--- src/verilog/input_filter_consts.vh ---
`ifndef INPUT_FILTER_CONSTS_VH
`define INPUT_FILTER_CONSTS_VH
// =====================================
// configured lengths
`define LEN_OFF        5'h00
`define LEN_WORD       5'h10
// =====================================
// filter select codes, low byte
`define SEL_0P5MS      8'h00
`define SEL_1MS        8'h01
`define SEL_2MS        8'h03
`define SEL_5MS        8'h09
`define SEL_10MS       8'h13
`define SEL_50MS       8'h63
`define SEL_100MS      8'hc7
// =====================================
// filter times in microseconds
`define T_0P5MS_US     500
`define T_1MS_US       1000
`define T_2MS_US       2000
`define T_5MS_US       5000
`define T_10MS_US      10000
`define T_50MS_US      50000
`define T_100MS_US     100000
`define CLK_MHZ        20
// =====================================
// status word bit positions
`define ST_READY_N     9
`define ST_TB_PRESENT  0
`define ST_TB_ADDED    1
`define ST_TB_LOST     2
`define ST_USED_BITS   11
`endif

--- src/verilog/input_filter_and_status_word.v ---
`timescale 1ns/100ps
// Behaviour
// - status length defaults to 0; status word only returned when length is 16
// - internal status occupies only the low eleven bits of the status word
// - status bit 9 is 1 when not ready, 0 when ready
// - filtering only when filter length is 16 and a filter word exists
// - filter length 0 means no filtering at all
// - one filter time applies to all points
// - new filter word takes effect at run time without reconfiguration
// - seven low-byte codes select 0.5, 1, 2, 5, 10, 50, 100 ms
// - upper byte of the filter word is ignored
// - turn-on and turn-off delays both equal the selected filter time
// - thirty-two input points, one data bit each
// - report terminal block added or lost from its lock state
`include "input_filter_consts.vh"
module input_filter_and_status_word #(
	parameter POINTS = 32,
	parameter CW     = 21
) (
	// clock and reset
	input  wire              clk,
	input  wire              arst_n,
	// configuration from controller
	input  wire [4:0]        status_len,
	input  wire [4:0]        filter_len,
	input  wire              filter_word_mapped,
	// filter time select word
	input  wire [15:0]       filter_word,
	input  wire              filter_word_wr,
	// field side
	input  wire [POINTS-1:0] raw_in,
	input  wire              tb_locked,
	input  wire              module_ready,
	// to controller
	output reg  [POINTS-1:0] in_data_reg,
	output reg  [15:0]       status_word_reg,
	output reg               status_valid_reg,
	output reg               tb_added_reg,
	output reg               tb_lost_reg
);
	// =====================================
	// cycle counts, 20 cycles per microsecond; 32-bit products cut to counter width
	localparam [31:0]   N_0P5 = `T_0P5MS_US * `CLK_MHZ - 1;
	localparam [31:0]   N_1   = `T_1MS_US * `CLK_MHZ - 1;
	localparam [31:0]   N_2   = `T_2MS_US * `CLK_MHZ - 1;
	localparam [31:0]   N_5   = `T_5MS_US * `CLK_MHZ - 1;
	localparam [31:0]   N_10  = `T_10MS_US * `CLK_MHZ - 1;
	localparam [31:0]   N_50  = `T_50MS_US * `CLK_MHZ - 1;
	localparam [31:0]   N_100 = `T_100MS_US * `CLK_MHZ - 1;
	localparam [CW-1:0] C_0P5 = N_0P5[CW-1:0];
	localparam [CW-1:0] C_1   = N_1[CW-1:0];
	localparam [CW-1:0] C_2   = N_2[CW-1:0];
	localparam [CW-1:0] C_5   = N_5[CW-1:0];
	localparam [CW-1:0] C_10  = N_10[CW-1:0];
	localparam [CW-1:0] C_50  = N_50[CW-1:0];
	localparam [CW-1:0] C_100 = N_100[CW-1:0];

	// =====================================
	// filter code decode
	function [CW:0] decode_sel;
		input [7:0] code;
		begin
			case (code)
				`SEL_0P5MS: decode_sel = {1'b1, C_0P5};
				`SEL_1MS:   decode_sel = {1'b1, C_1};
				`SEL_2MS:   decode_sel = {1'b1, C_2};
				`SEL_5MS:   decode_sel = {1'b1, C_5};
				`SEL_10MS:  decode_sel = {1'b1, C_10};
				`SEL_50MS:  decode_sel = {1'b1, C_50};
				`SEL_100MS: decode_sel = {1'b1, C_100};
				default:    decode_sel = {1'b0, {CW{1'b0}}};
			endcase
		end
	endfunction

	reg  [CW-1:0]     limit_reg;
	reg               tb_prev_reg;
	wire [CW:0]       dec;
	wire              filt_on;
	wire              stat_on;
	wire [POINTS-1:0] filt_out;

	assign dec     = decode_sel(filter_word[7:0]);
	assign filt_on = (filter_len == `LEN_WORD) && filter_word_mapped;
	assign stat_on = (status_len == `LEN_WORD);

	// =====================================
	// filter time register
	always @(posedge clk or negedge arst_n) begin
		if (!arst_n) begin
			limit_reg <= C_0P5;
		end else if (filter_word_wr && dec[CW]) begin
			limit_reg <= dec[CW-1:0];
		end
	end

	// =====================================
	// per-point filters, shared limit
	genvar i;
	generate
		for (i = 0; i < POINTS; i = i + 1) begin : g_pt
			point_debounce #(
				.CW(CW)
			) u_deb (
				.clk      (clk),
				.arst_n   (arst_n),
				.bypass   (!filt_on),
				.limit    (limit_reg),
				.raw      (raw_in[i]),
				.level_reg(filt_out[i])
			);
		end
	endgenerate

	// =====================================
	// input data and status
	always @(posedge clk or negedge arst_n) begin
		if (!arst_n) begin
			in_data_reg      <= {POINTS{1'b0}};
			status_word_reg  <= 16'h0000;
			status_valid_reg <= 1'b0;
			tb_added_reg     <= 1'b0;
			tb_lost_reg      <= 1'b0;
			tb_prev_reg      <= 1'b0;
		end else begin
			in_data_reg      <= filt_out;
			tb_prev_reg      <= tb_locked;
			tb_added_reg     <= tb_locked && !tb_prev_reg;
			tb_lost_reg      <= !tb_locked && tb_prev_reg;
			status_valid_reg <= stat_on;
			status_word_reg  <= 16'h0000;
			if (stat_on) begin
				status_word_reg[`ST_TB_PRESENT] <= tb_locked;
				status_word_reg[`ST_TB_ADDED]   <= tb_locked && !tb_prev_reg;
				status_word_reg[`ST_TB_LOST]    <= !tb_locked && tb_prev_reg;
				status_word_reg[`ST_READY_N]    <= !module_ready;
			end
		end
	end
endmodule // input_filter_and_status_word

--- src/verilog/point_debounce.v ---
`timescale 1ns/100ps
// =====================================
// one input point debounce counter
module point_debounce #(
	parameter CW = 21
) (
	// clock and reset
	input  wire          clk,
	input  wire          arst_n,
	// control
	input  wire          bypass,
	input  wire [CW-1:0] limit,
	// point
	input  wire          raw,
	output reg           level_reg
);
	reg [CW-1:0] cnt_reg;

	always @(posedge clk or negedge arst_n) begin
		if (!arst_n) begin
			cnt_reg   <= {CW{1'b0}};
			level_reg <= 1'b0;
		end else if (bypass) begin
			cnt_reg   <= {CW{1'b0}};
			level_reg <= raw;
		end else if (raw == level_reg) begin
			cnt_reg <= {CW{1'b0}};
		end else if (cnt_reg >= limit) begin
			cnt_reg   <= {CW{1'b0}};
			level_reg <= raw;
		end else begin
			cnt_reg <= cnt_reg + {{(CW-1){1'b0}}, 1'b1};
		end
	end
endmodule // point_debounce
--- config.mk ---
export PLATFORM = sky130hd
export DESIGN_NAME = input_filter_and_status_word
export DESIGN_NICKNAME = d
export VERILOG_FILES = /design/src/verilog/input_filter_and_status_word.v /design/src/verilog/point_debounce.v
export VERILOG_INCLUDE_DIRS = /design/src /design/src/verilog
export SDC_FILE = /design/constraint.sdc
export NUM_CORES = 2
export LEC_CHECK = 0
export ABC_AREA = 1
export BUFFER_PORTS_ARGS = -buffer_cell sky130_fd_sc_hd__buf_2
export CAP_MARGIN = 20
export CORE_ASPECT_RATIO = 0.6
export CORE_MARGIN = 5
export CORE_UTILIZATION = 55
export CTS_CLUSTER_DIAMETER = 50
export DETAILED_ROUTE_END_ITERATION = 8
export GPL_TIMING_DRIVEN = 0
export MAX_ROUTING_LAYER = met4
export PLACE_DENSITY = 0.79
export SLEW_MARGIN = 20
export SYNTH_ARGS = -nofsm -noshare
export SYNTH_HDL_FRONTEND = slang
export SYNTH_SLANG_ARGS = --single-unit
--- constraint.sdc ---
create_clock -name clk -period 5.62 [get_ports clk]
set_input_delay 1.124 -clock clk [delete_from_list [all_inputs] [get_ports clk]]
set_output_delay 1.124 -clock clk [all_outputs]
set_load 0.01 [all_outputs]
==> impl_metrics.tcl <==
set metrics [dict create \
    outcome "complete, no violations" \
    leak_pwr_nw 26.9 \
    drt_drc_violations_left 0 \
    report.final.hold_viol_count 0 \
    die_width_um 411 \
    routed_via_density 5.67 \
    number_of_standard_cells_in_the_final_layout_excluding_fillers 8235 \
    grt_start_max_net_pins 99 \
    powerDensity_nw_per_um2 204 \
    io_buffers 94 \
    wirelength_um 141000 \
    ys_seq_elements 760 \
    placed_cells 8087 \
    timing.fmax_ghz 0.300 \
    multi_input_comb_area_sq_um 31100 \
    slew_violations 0 \
    initial_utilization_pct 55.3 \
    ios 115 \
    cp_slowest_cell "dfstp_4" \
    maxCapViolations 0 \
    crit_arrival_ns 3.93 \
    chipHeight_um 250 \
    clk_root_buffer_cell "clkbuf_16" \
    insertedDiodeCount 0 \
    design.final.nets 7678 \
    die_area_sq_um 103000 \
    crit_chain "inv_8 > buf_16 > ha_1 > a21o_1 > o21ai_0 > nand2_1 > nand2_1 > nand2_1 > nand2_1 > nand3_2 > buf_2 > nor2_1" \
    worst_slew_slack_as_a_fraction_of_its_limit_pct 50.4 \
    critical-path-max-stage-delay_ns 0.91 \
    hold_buffers 0 \
    tritoncts "yes" \
    fillers 8118 \
    drt-met1-wl_um 65300 \
    cts_setup_buffers 0 \
    max-vdd-ir-drop_mv 0.221 \
    globalplace.congestion 0.915 \
    dpl-instance-area_sq_um 55800 \
    cp.required_ns 6.22 \
    worstPathMaxFanout 58 \
    setup_tns_ns 0 \
    place_ws_ns 2.26 \
    critPathKind "flip-flop to flip-flop" \
    worst_hold_slack_ns 0.396 \
    cts_buffers 81 \
    fin_worst_skew_ns 0.0259 \
    r2r_slack_ns 2.29 \
    timing.critical_path.to_type "flip-flop" \
    layout_setup_ws_ns 2.29 \
    worst_slew_pin_slew_ns 0.742 \
    synth_flop_cell "dfrtp_1" \
    largest_register_ff_count 672 \
    netlist_area_sq_um 53000 \
    top_layer "met4" \
    grt.overflow.total 0 \
    groute.usage.overall_pct 27.9 \
    clock_insertion_delay_worst_skew_ns 0.68 \
    period_share_pct 59.2 \
    initial_antenna_violation_count 0 \
    ys_async_sr_fraction_pct 100 \
    most_frequent_cell_on_the_critical_path "nand2_1" \
    drt_iter0_markers 4271 \
    share_of_layout_cells_above_drive_strength_1_pct 6.24 \
    report.power.total_mw 11.9 \
    num_vias 46652 \
    wl_per_cell_um 17.1 \
    number_of_synthesized_flops_with_an_enable_pin 0 \
    core.rowCount 88 \
    cts.htree.levels 3 \
    first_global_vias 44561 \
    ff_latch_area_sq_um 19000 \
    layout.core_utilization_pct 61.2 \
    met2_length_um 61100 \
    synth_seq_area_share_pct 35.9 \
    setup-violations-final 0 \
    worst_hold_class "input port to asynchronous set/reset pin" \
    firstDrtPassIters 6 \
    rsz0062_at_grt "no" \
    yosysWarnings 0 \
    period_needed_ns 3.33 \
    clockBufferDepth 3 \
    cts.clk_slew.worst_paths_ns 0.07 \
    routed_length_on_met3_um 10000 \
    timing.critical_path.max_delay_family "flip-flops" \
    antenna_left 0 \
    synthCells 6697 \
    coreArea_sq_um 95800 \
    syn-mean-instance-area_sq_um 7.91 \
    number_of_buffer_and_inverter_stages_on_the_critical_path 3 \
    detailedPlacementHpwl_um 98200 \
    yosys.cell_types.count 50 \
    critical_path.startpoint_type "flip-flop" \
    syn2layout_area_growth_pct 10.6 \
    numClockSinks 760 \
    global_route_wire_length_before_repair_um 230000 \
    cts_resized 0 \
    finalInstanceArea_sq_um 58600 \
]
[cells by family (layout without fill, tap and decap cells)]
kind of cell | count (synthesis) | count (layout) | synth area share (%)
AOI/OAI and AO/OA | 603 | 603 | 6.12
xor gates and xnor gates | 481 | 481 | 7.95
adders and majority gates | 704 | 704 | 16.6
buffers and inverters | 720 | 987 | 5.43
DFF | 760 | 760 | 35.9
other | 1 | 12 | 0.00708
and+or+nand+nor | 3428 | 3428 | 28.0
[synthesized netlist by cell type, types with 32 or more instances]
cell type,number,area share [%]
o21ai_0,191,1.8
nand2_1,1234,8.7
buf_2,48,0.45
nand3_1,387,3.7
nor3_1,262,2.5
dfrtp_1,755,36
xnor2_1,147,2.4
nor4_1,33,0.39
a21oi_1,313,3.0
ha_1,704,17
xor2_1,334,5.5
inv_1,641,4.5
nor2_1,1183,8.4
nand4_1,205,2.4
o21bai_1,32,0.45
[worst paths after layout]
check,from,endpoint,cells after the start
max in group asynchronous,arst_n,in_data_reg[18],3
hold / removal,arst_n,g_pt[0].u_deb.cnt_reg[4],1
min in group clk,g_pt[30].u_deb.level_reg,in_data_reg[30],0
setup / recovery,limit_reg[3],g_pt[23].u_deb.cnt_reg[11],12
hold reg to reg,g_pt[30].u_deb.level_reg,in_data_reg[30],0
setup reg to reg,limit_reg[3],g_pt[23].u_deb.cnt_reg[11],12
[layer usage]
layer / track usage, % / up-vias
li1: - / 22679
met1: 39.5 / 22144
met2: 41.9 / 1527
met3: 4.33 / 302
met4: 7.90 / 0
met5: - / -
[power breakdown]
group	internal (mW)	total (mW)	switching, mW
registers	5.50	5.53	0.0258
clock network	3.38	5.77	2.39
logic	0.191	0.641	0.450
[cell type report]
cell class / count / share of cell area [%]
Buffer: 76 / 0.782
Inverter: 644 / 4.21
Tap cell: 1260 / 2.69
Sequential cell: 760 / 32.5
Timing Repair Buffer: 119 / 1.92
Multi-Input combinational cell: 5228 / 53.1
Clock inverter: 34 / 0.745
Clock buffer: 114 / 4.06
[cell usage in the layout, fill, tap and decap left out, types with 12 or more instances in the layout]
| cell | count |
|---|---|
| clkbuf_1 | 21 |
| nand3b_1 | 20 |
| and3_1 | 12 |
| a21oi_1 | 313 |
| dfrtp_1 | 755 |
| nand2_1 | 1234 |
| xor2_1 | 334 |
| nor4_1 | 33 |
| o21ai_0 | 191 |
| nor3_1 | 262 |
| nor2_1 | 1183 |
| buf_4 | 14 |
| o21bai_1 | 32 |
| nor2_2 | 30 |
| inv_4 | 14 |
| buf_16 | 19 |
| inv_1 | 625 |
| clkbuf_8 | 14 |
| nand3_1 | 387 |
| xnor2_1 | 147 |
| clkinv_2 | 13 |
| nor3_2 | 31 |
| a21o_1 | 14 |
| clkbuf_16 | 85 |
| a31oi_1 | 15 |
| ha_1 | 704 |
| buf_2 | 141 |
| conb_1 | 12 |
| nand4_1 | 205 |
Power figures use the tool's default switching activity.
